$ cat src/hw/otppv_pkg.sv
// Constants, types and pin bundle of the OTP program/verify controller
package otppv_pkg;

    // ---------------------------------------------------------------
    // Clock and timing
    // ---------------------------------------------------------------
    localparam int CLK_MHZ    = 125;
    localparam int OSC_KHZ    = 5000;
    localparam int T_SETUP_NS = 12000;
    localparam int T_LOW_NS   = 100000;
    localparam int T_HIGH_NS  = 10000;
    localparam int T_HOLD_NS  = 10000;
    localparam int T_READ_NS  = 12000;
    localparam int OSC_HALF   = (CLK_MHZ * 1000) / (2 * OSC_KHZ);
    localparam int SETUP_CYC  = (T_SETUP_NS * CLK_MHZ + 999) / 1000;
    localparam int LOW_CYC    = (T_LOW_NS * CLK_MHZ) / 1000;
    localparam int HIGH_CYC   = (T_HIGH_NS * CLK_MHZ + 999) / 1000;
    localparam int HOLD_CYC   = (T_HOLD_NS * CLK_MHZ + 999) / 1000;
    localparam int READ_CYC   = (T_READ_NS * CLK_MHZ + 999) / 1000;
    localparam int N_PULSES   = 5;
    localparam int CNT_W      = 16;

    // ---------------------------------------------------------------
    // Register map
    // ---------------------------------------------------------------
    localparam logic [7:0] OFS_CTRL   = 8'h00;
    localparam logic [7:0] OFS_ADDR   = 8'h04;
    localparam logic [7:0] OFS_WDATA  = 8'h08;
    localparam logic [7:0] OFS_STATUS = 8'h0C;
    localparam int         CTRL_GO    = 3;
    localparam int         ST_BUSY    = 0;
    localparam int         ST_DONE    = 1;
    localparam int         ST_RD_LSB  = 8;
    localparam logic [1:0] RESP_OKAY  = 2'h0;
    localparam logic [1:0] RESP_SLV   = 2'h2;

    // ---------------------------------------------------------------
    // Operations and states
    // ---------------------------------------------------------------
    typedef enum logic [2:0] {
        OP_NONE = 3'h0, OP_CODE = 3'h1, OP_ENC = 3'h2, OP_LOCK1 = 3'h3,
        OP_LOCK2 = 3'h4, OP_LOCK3 = 3'h5, OP_VERIFY = 3'h6, OP_SIG = 3'h7
    } otppv_op_t;

    typedef enum logic [2:0] {
        S_IDLE = 3'h0, S_SETUP = 3'h1, S_LOW = 3'h3, S_HIGH = 3'h2,
        S_HOLD = 3'h6, S_READ = 3'h7
    } otppv_state_t;

    // Device pin levels, all driven from flops
    typedef struct packed {
        logic        dev_rst;
        logic        program_store_strobe;
        logic        latch_program_pulse_pin;
        logic        external_access_supply_pin;
        logic        vpp_en;
        logic        port2_bit7;
        logic        port2_bit6;
        logic        port3_bit7;
        logic        port3_bit6;
        logic [15:0] addr;
        logic [7:0]  port0_out;
        logic        port0_oe;
        logic        osc;
    } otppv_pins_t;

endpackage
$ cat src/hw/otppv_ctrl.sv
// Programmer-side controller driving an OTP microcontroller's program/verify pins
`timescale 1ns/1ps
module otppv_ctrl #(
    parameter int LOW_CYC = otppv_pkg::LOW_CYC
) (
    input  wire logic               clk_i,
    input  wire logic               rst_i,
    input  wire logic [7:0]         s_axi_awaddr_i,
    input  wire logic               s_axi_awvalid_i,
    output logic                    s_axi_awready_o,
    input  wire logic [31:0]        s_axi_wdata_i,
    input  wire logic [3:0]         s_axi_wstrb_i,
    input  wire logic               s_axi_wvalid_i,
    output logic                    s_axi_wready_o,
    output logic [1:0]              s_axi_bresp_o,
    output logic                    s_axi_bvalid_o,
    input  wire logic               s_axi_bready_i,
    input  wire logic [7:0]         s_axi_araddr_i,
    input  wire logic               s_axi_arvalid_i,
    output logic                    s_axi_arready_o,
    output logic [31:0]             s_axi_rdata_o,
    output logic [1:0]              s_axi_rresp_o,
    output logic                    s_axi_rvalid_o,
    input  wire logic               s_axi_rready_i,
    input  wire logic [7:0]         port0_i,
    output otppv_pkg::otppv_pins_t  pins_o
);

    // ---------------------------------------------------------------
    // Elaboration check
    // ---------------------------------------------------------------
    if (LOW_CYC < 1 || LOW_CYC >= (1 << otppv_pkg::CNT_W)) begin : g_chk
        $error("LOW_CYC does not fit the pulse counter");
    end

    // ---------------------------------------------------------------
    // State
    // ---------------------------------------------------------------
    typedef struct packed {
        otppv_pkg::otppv_state_t   fsm;
        otppv_pkg::otppv_op_t      op;
        logic [otppv_pkg::CNT_W-1:0] cnt;
        logic [2:0]                npulse;
        logic [4:0]                osc_cnt;
        logic [15:0]               addr;
        logic [7:0]                wdata;
        logic [7:0]                rdata;
        logic                      done;
        logic                      aw_have;
        logic [7:0]                aw_addr;
        logic                      w_have;
        logic [31:0]               w_data;
        logic [3:0]                w_strb;
        logic                      awready;
        logic                      wready;
        logic                      bvalid;
        logic [1:0]                bresp;
        logic                      arready;
        logic                      rvalid;
        logic [31:0]               rdata_bus;
        logic [1:0]                rresp;
        otppv_pkg::otppv_pins_t    pins;
    } otppv_st_t;

    otppv_st_t st_reg;
    otppv_st_t st_next;

    localparam logic [15:0] LOW_CNT   = LOW_CYC[15:0] - 16'h0001;
    localparam logic [15:0] SETUP_CNT = 16'(otppv_pkg::SETUP_CYC - 1);
    localparam logic [15:0] HIGH_CNT  = 16'(otppv_pkg::HIGH_CYC - 1);
    localparam logic [15:0] HOLD_CNT  = 16'(otppv_pkg::HOLD_CYC - 1);
    localparam logic [15:0] READ_CNT  = 16'(otppv_pkg::READ_CYC - 1);
    localparam logic [4:0]  OSC_CNT   = 5'(otppv_pkg::OSC_HALF - 1);
    localparam logic [2:0]  LAST_PULSE = 3'(otppv_pkg::N_PULSES - 1);

    // Idle levels: device held in reset, nothing driven on port 0
    function automatic otppv_pkg::otppv_pins_t idle_pins(input logic osc);
        otppv_pkg::otppv_pins_t p;
        p                            = '0;
        p.dev_rst                    = 1'b1;
        p.latch_program_pulse_pin    = 1'b1;
        p.external_access_supply_pin = 1'b1;
        p.osc                        = osc;
        return p;
    endfunction

    // Selector levels per operation
    function automatic logic [3:0] sel_of(input otppv_pkg::otppv_op_t op);
        case (op)
            otppv_pkg::OP_CODE:   sel_of = 4'hB;
            otppv_pkg::OP_ENC:    sel_of = 4'hA;
            otppv_pkg::OP_LOCK1:  sel_of = 4'hF;
            otppv_pkg::OP_LOCK2:  sel_of = 4'hC;
            otppv_pkg::OP_LOCK3:  sel_of = 4'h5;
            otppv_pkg::OP_VERIFY: sel_of = 4'h3;
            default:              sel_of = 4'h0;
        endcase
    endfunction

    logic is_prog;
    logic ctrl_go;
    logic clr_done;
    logic [3:0] sel;

    always_comb begin
        st_next  = st_reg;
        is_prog  = st_reg.op inside {otppv_pkg::OP_CODE, otppv_pkg::OP_ENC,
                                     otppv_pkg::OP_LOCK1, otppv_pkg::OP_LOCK2,
                                     otppv_pkg::OP_LOCK3};
        sel      = sel_of(st_reg.op);
        ctrl_go  = 1'b0;
        clr_done = 1'b0;

        // -----------------------------------------------------------
        // Device oscillator, free running
        // -----------------------------------------------------------
        if (st_reg.osc_cnt == OSC_CNT) begin
            st_next.osc_cnt  = '0;
            st_next.pins.osc = ~st_reg.pins.osc;
        end else begin
            st_next.osc_cnt = st_reg.osc_cnt + 5'h01;
        end

        // -----------------------------------------------------------
        // AXI4-Lite write channel
        // -----------------------------------------------------------
        if (s_axi_awvalid_i && st_reg.awready) begin
            st_next.aw_have = 1'b1;
            st_next.aw_addr = s_axi_awaddr_i;
            st_next.awready = 1'b0;
        end
        if (s_axi_wvalid_i && st_reg.wready) begin
            st_next.w_have = 1'b1;
            st_next.w_data = s_axi_wdata_i;
            st_next.w_strb = s_axi_wstrb_i;
            st_next.wready = 1'b0;
        end
        if (st_reg.aw_have && st_reg.w_have && !st_reg.bvalid) begin
            st_next.aw_have = 1'b0;
            st_next.w_have  = 1'b0;
            st_next.bvalid  = 1'b1;
            st_next.bresp   = otppv_pkg::RESP_OKAY;
            if (st_reg.aw_addr[7:2] == otppv_pkg::OFS_CTRL[7:2]) begin
                if (st_reg.w_strb[0] && st_reg.w_data[otppv_pkg::CTRL_GO]) begin
                    if (st_reg.fsm == otppv_pkg::S_IDLE) begin
                        ctrl_go = 1'b1;
                    end else begin
                        st_next.bresp = otppv_pkg::RESP_SLV;
                    end
                end
            end else if (st_reg.aw_addr[7:2] == otppv_pkg::OFS_ADDR[7:2]) begin
                if (st_reg.w_strb[0]) begin
                    st_next.addr[7:0] = st_reg.w_data[7:0];
                end
                if (st_reg.w_strb[1]) begin
                    st_next.addr[15:8] = st_reg.w_data[15:8];
                end
            end else if (st_reg.aw_addr[7:2] == otppv_pkg::OFS_WDATA[7:2]) begin
                if (st_reg.w_strb[0]) begin
                    st_next.wdata = st_reg.w_data[7:0];
                end
            end else if (st_reg.aw_addr[7:2] == otppv_pkg::OFS_STATUS[7:2]) begin
                clr_done = st_reg.w_strb[0] && st_reg.w_data[otppv_pkg::ST_DONE];
            end else begin
                st_next.bresp = otppv_pkg::RESP_SLV;
            end
        end
        if (st_reg.bvalid && s_axi_bready_i) begin
            st_next.bvalid  = 1'b0;
            st_next.awready = 1'b1;
            st_next.wready  = 1'b1;
        end
        if (clr_done) begin
            st_next.done = 1'b0;
        end

        // -----------------------------------------------------------
        // AXI4-Lite read channel
        // -----------------------------------------------------------
        if (s_axi_arvalid_i && st_reg.arready) begin
            st_next.arready   = 1'b0;
            st_next.rvalid    = 1'b1;
            st_next.rresp     = otppv_pkg::RESP_OKAY;
            st_next.rdata_bus = '0;
            if (s_axi_araddr_i[7:2] == otppv_pkg::OFS_CTRL[7:2]) begin
                st_next.rdata_bus[2:0] = st_reg.op;
            end else if (s_axi_araddr_i[7:2] == otppv_pkg::OFS_ADDR[7:2]) begin
                st_next.rdata_bus[15:0] = st_reg.addr;
            end else if (s_axi_araddr_i[7:2] == otppv_pkg::OFS_WDATA[7:2]) begin
                st_next.rdata_bus[7:0] = st_reg.wdata;
            end else if (s_axi_araddr_i[7:2] == otppv_pkg::OFS_STATUS[7:2]) begin
                st_next.rdata_bus[otppv_pkg::ST_BUSY] = st_reg.fsm != otppv_pkg::S_IDLE;
                st_next.rdata_bus[otppv_pkg::ST_DONE] = st_reg.done;
                st_next.rdata_bus[otppv_pkg::ST_RD_LSB +: 8] = st_reg.rdata;
            end else begin
                st_next.rresp = otppv_pkg::RESP_SLV;
            end
        end
        if (st_reg.rvalid && s_axi_rready_i) begin
            st_next.rvalid  = 1'b0;
            st_next.arready = 1'b1;
        end

        // -----------------------------------------------------------
        // Pin sequencer
        // -----------------------------------------------------------
        if (st_reg.cnt != '0) begin
            st_next.cnt = st_reg.cnt - 16'h0001;
        end
        case (st_reg.fsm)
            otppv_pkg::S_IDLE: begin
                if (ctrl_go && st_reg.w_data[2:0] != otppv_pkg::OP_NONE) begin
                    st_next.op  = otppv_pkg::otppv_op_t'(st_reg.w_data[2:0]);
                    st_next.fsm = otppv_pkg::S_SETUP;
                    st_next.cnt = SETUP_CNT;
                    st_next.npulse = '0;
                end
            end
            otppv_pkg::S_SETUP: begin
                // Levels, address and data settle before the first pulse
                st_next.pins.program_store_strobe = 1'b0;
                st_next.pins.dev_rst              = 1'b1;
                {st_next.pins.port2_bit7, st_next.pins.port2_bit6,
                 st_next.pins.port3_bit7, st_next.pins.port3_bit6} = sel;
                st_next.pins.addr = st_reg.addr;
                if (is_prog) begin
                    st_next.pins.vpp_en    = 1'b1;
                    st_next.pins.port0_out = st_reg.wdata;
                    st_next.pins.port0_oe  = 1'b1;
                end else begin
                    st_next.pins.port0_oe  = 1'b0;
                end
                if (st_reg.cnt == '0) begin
                    if (is_prog) begin
                        st_next.fsm = otppv_pkg::S_LOW;
                        st_next.cnt = LOW_CNT;
                        st_next.pins.latch_program_pulse_pin = 1'b0;
                    end else begin
                        st_next.fsm = otppv_pkg::S_READ;
                        st_next.cnt = READ_CNT;
                    end
                end
            end
            otppv_pkg::S_LOW: begin
                if (st_reg.cnt == '0) begin
                    st_next.pins.latch_program_pulse_pin = 1'b1;
                    st_next.fsm = otppv_pkg::S_HIGH;
                    st_next.cnt = HIGH_CNT;
                end
            end
            otppv_pkg::S_HIGH: begin
                if (st_reg.cnt == '0) begin
                    if (st_reg.npulse == LAST_PULSE) begin
                        st_next.pins.vpp_en = 1'b0;
                        st_next.fsm = otppv_pkg::S_HOLD;
                        st_next.cnt = HOLD_CNT;
                    end else begin
                        st_next.npulse = st_reg.npulse + 3'h1;
                        st_next.pins.latch_program_pulse_pin = 1'b0;
                        st_next.fsm = otppv_pkg::S_LOW;
                        st_next.cnt = LOW_CNT;
                    end
                end
            end
            otppv_pkg::S_READ: begin
                if (st_reg.cnt == '0) begin
                    st_next.rdata = port0_i;
                    st_next.fsm   = otppv_pkg::S_HOLD;
                    st_next.cnt   = HOLD_CNT;
                end
            end
            otppv_pkg::S_HOLD: begin
                // Address and data held past the last edge, then released
                if (st_reg.cnt == '0) begin
                    st_next.pins = idle_pins(st_next.pins.osc);
                    st_next.fsm  = otppv_pkg::S_IDLE;
                    st_next.done = 1'b1;
                end
            end
            default: begin
                st_next.fsm = otppv_pkg::S_IDLE;
            end
        endcase
    end

    always_ff @(posedge clk_i or posedge rst_i) begin
        if (rst_i) begin
            st_reg         <= '0;
            st_reg.awready <= 1'b1;
            st_reg.wready  <= 1'b1;
            st_reg.arready <= 1'b1;
            st_reg.pins    <= idle_pins(1'b0);
        end else begin
            st_reg <= st_next;
        end
    end

    assign s_axi_awready_o = st_reg.awready;
    assign s_axi_wready_o  = st_reg.wready;
    assign s_axi_bvalid_o  = st_reg.bvalid;
    assign s_axi_bresp_o   = st_reg.bresp;
    assign s_axi_arready_o = st_reg.arready;
    assign s_axi_rvalid_o  = st_reg.rvalid;
    assign s_axi_rdata_o   = st_reg.rdata_bus;
    assign s_axi_rresp_o   = st_reg.rresp;
    assign pins_o          = st_reg.pins;

endmodule

$ cat config.mk
export PLATFORM = sky130hd
export DESIGN_NAME = otppv_ctrl
export DESIGN_NICKNAME = d
export VERILOG_FILES = /design/src/hw/otppv_pkg.sv /design/src/hw/otppv_ctrl.sv
export SDC_FILE = /design/constraint.sdc
export NUM_CORES = 1
export LEC_CHECK = 0
export ABC_AREA = 1
export BUFFER_PORTS_ARGS = -buffer_cell sky130_fd_sc_hd__buf_4
export CAP_MARGIN = 20
export CORE_MARGIN = 3
export CORE_UTILIZATION = 50
export CTS_BUF_LIST = sky130_fd_sc_hd__clkbuf_16
export DETAILED_ROUTE_END_ITERATION = 10
export GPL_ROUTABILITY_DRIVEN = 0
export PLACE_DENSITY_LB_ADDON = 0.15
export SYNTH_ARGS = -nofsm -noshare
export SYNTH_HDL_FRONTEND = slang
export SYNTH_SLANG_ARGS = --single-unit
$ cat constraint.sdc
create_clock -name clk_i -period 4.5 [get_ports clk_i]
set_input_delay 0.9 -clock clk_i [delete_from_list [all_inputs] [get_ports clk_i]]
set_output_delay 0.9 -clock clk_i [all_outputs]
set_load 0.03 [all_outputs]
==> results.yml <==
detailed_routing:
  ant_nets_after_route: 0
  met2_length_um: 7212
  drt-initial-drc-count: 430
  met1_length_um: 7091
  dr_wl_met3_um: 920
  detail_route.vias_per_cell: 5.071
  routed-via-count: 5532
  detail_route.wl_per_cell_um: 14.16
  remaining_design_rule_violation_count: 0
  drt-pass1-iter-count: 5
  topRoutingLayerUsed: "met4"
  routed_wl_um: 15450
grt:
  grt_start_max_net_pins: 145
  grt_overflow: 0
  first_global_vias: 5373
  grt_first_pass_wirelength_um: 25720
  initial_antenna_violation_count: 0
  grtUsageTotal: 0.2017
clocking:
  tritoncts_clock_tree: "done"
  holdBufCountCts: 0
  cts.repair.resized: 0
  worst_skew_pair.late_latency_ps: 420
  clock-root-buffer: "sky130_fd_sc_hd__clkbuf_16"
  clock_path_buffers: 2
  cts.clk_slew.worst_paths_ps: 60
  htree_num_levels: 4
  tritoncts.num_buffers: 17
  post_cts.repair.setup_buffers: 0
  cts_num_sinks: 144
pwr:
  leakage_power_figure_uw: 0.004074
  pwr_density_cell_mw_per_mm2: 521.8
  fin_total_pwr_uw: 4196
  worst_ir_drop_vdd_mv: 0.2671
synth:
  number_of_enable_flip_flop_cells_after_synthesis: 0
  netlist-cell-type-count: 37
  post-synth-top-count-cell: "sky130_fd_sc_hd__nand2_1"
  yosys_warnings: 0
  yosys_register_bits: 144
  synth.top_cells.by_count: "sky130_fd_sc_hd__nand2_1, sky130_fd_sc_hd__dfrtp_1, sky130_fd_sc_hd__inv_1"
  synth-compound-area-share: 0.1001
  synthFlopType: "sky130_fd_sc_hd__dfrtp_1"
  synthDominantAreaCellType: "sky130_fd_sc_hd__dfrtp_1"
  asyncSetResetFlopFracSynth: 1.000
  synthXorXnorAreaFrac: 0.01359
  synth.mux.area_fraction: 0
  post-synth-top-area-fraction: 0.4942
  synth_sequential_area_ratio: 0.5090
  average_footprint_of_a_synthesized_cell_um2: 8.292
  post_synthesis_adder_cell_area_fraction: 0.01059
  syn_area_mm2: 0.007089
  leading_post_synthesis_cells_by_cell_area: "sky130_fd_sc_hd__dfrtp_1, sky130_fd_sc_hd__nand2_1, sky130_fd_sc_hd__buf_4"
  synthesis.instances: 855
  main_combinational_cell_family_by_area_after_synthesis: "simple AND/OR/NAND/NOR gates"
  post_synth_and_or_nand_nor_area_fraction: 0.2268
timing:
  fin_skew_ps: 9.037
  fmax_mhz: 382.2
  worstMarginPinSlew_ps: 1044
  period_minus_slack_ps: 2617
  final-hold-violation-count: 0
  finalCritPeriodShare: 0.5815
  final_critical_path_setup_slack_ps: 1883
  slew-limit-headroom: 0.3026
  timing.final.max_slew_violations: 0
  finalSetupTns_ps: 0
  timing.final.setup_violations: 0
  rsz0062_at_grt: "false"
place:
  preCtsSetupSlack_ps: 1840
  buffer_ports.inserted: 99
  placed_cells: 1059
  dp_hpwl_um: 11120
critical_path:
  worst-endpoint-arrival_ps: 2910
  critical_path.max_stage_delay_ps: 640
  worst_setup_path_end_kind: "register"
  slowest_stage: "sky130_fd_sc_hd__nand2_1"
  worst-endpoint-required_ps: 4790
  critical_path.startpoint_type: "register"
  crit_path_max_fanout: 30
  worst-setup-path-type: "reg2reg"
  critical_path.cell_chain: "inv_1 > ha_1 > inv_1 > nor2_1 > nand2_1 > nor2_2 > nand2_2 > inv_2 > nand2_1 > nand3_1 > o21ai_1"
floorplan:
  initial_core_utilization: 0.5229
  std_cell_rows: 42
  die_area_mm2: 0.01564
  die_width_um: 125.1
  die_y_um: 125.1
  io-pin-count: 143
  fp.coreArea_mm2: 0.01356
layout:
  final_core_utilization: 0.5931
  largest_reg_flops: 89
  num-nets-final: 975
  instances_no_fill: 1091
  final_layout_size_suffix_gt1_frac: 0.1770
  syn_to_final_growth_pct: 13.43
  count_of_inserted_antenna_diode_cells: 0
worst_hold_path:
  min-delay-path-class: "reg2reg"
status:
  outcome: "finished, final reports clean"
job:
  max_cap_violations: 0
==> layout make-up <==
type	instances	area, um2
clock buffer	17	425.4
clock inverter	15	103.9
fill	1216	5517
inverter	93	352.8
multi-input combinational	546	2567
sequential	144	3608
tap	176	220.2
timing repair buffer	100	763.2
==> cell families (layout without fill, tap and decap cells) <==
kind of cell	Yosys count	after routing
compound gates	132	132
xor+xnor	11	11
fa+ha+maj	6	6
buf+inv	184	225
flops	144	144
other cells	2	21
simple gates	376	376
==> power by group <==
group	internal (uW)	switching [uW]	total (uW)
registers	1620	242	1860
clock network	743	520	1260
logic	374	700	1070
total	2730	1460	4200
==> cells in the final DEF (no fill, tap or decap), types with 9 or more instances in the layout <==
master                        n
sky130_fd_sc_hd__a21oi_1     15
sky130_fd_sc_hd__buf_4       99
sky130_fd_sc_hd__clkbuf_16   17
sky130_fd_sc_hd__conb_1      21
sky130_fd_sc_hd__dfrtp_1    140
sky130_fd_sc_hd__inv_1       84
sky130_fd_sc_hd__nand2_1    220
sky130_fd_sc_hd__nand3_1     52
sky130_fd_sc_hd__nor2_1      60
sky130_fd_sc_hd__nor2_2       9
sky130_fd_sc_hd__nor3_1      10
sky130_fd_sc_hd__o21ai_0     66
sky130_fd_sc_hd__o21ai_1     28
==> layer usage <==
layer | global-route usage | up-vias
met2 | 0.3173 | 161
met4 | 0.06760 | 0
li1 | - | 2743
met1 | 0.2757 | 2611
met3 | 0.05075 | 17
met5 | 0 | -
==> worst paths after layout <==
check | from | endpoint | slack (ps) | cells after the start
max in group asynchronous | rst_i | pins_o[24] | 3220 | 3
setup / recovery | st_reg[163] | pins_o[13] | 1880 | 11
min in group asynchronous | rst_i | st_reg[158] | 680 | 3
hold reg to reg | pins_o[0] | pins_o[0] | 470 | 1
hold / removal | pins_o[0] | pins_o[0] | 470 | 1
setup reg to reg | st_reg[163] | pins_o[13] | 1880 | 11
==> stage by stage <==
step	hold slack (ps)	instance area [um2]
floorplan	432.9	7164
global placement	444.0	7512
detailed placement	464.5	7512
CTS	472.0	8041
global route	482.0	8041
finish	465.2	8041
==> critical path, delay by kind of cell, from the launching register on <==
family          cells  cell delay (ps)
simple gates        6             1410
flops               1              430
buf+inv             3              360
fa+ha+maj           1              190
compound gates      1               90
Note: power is estimated with default switching activity, not from simulation.
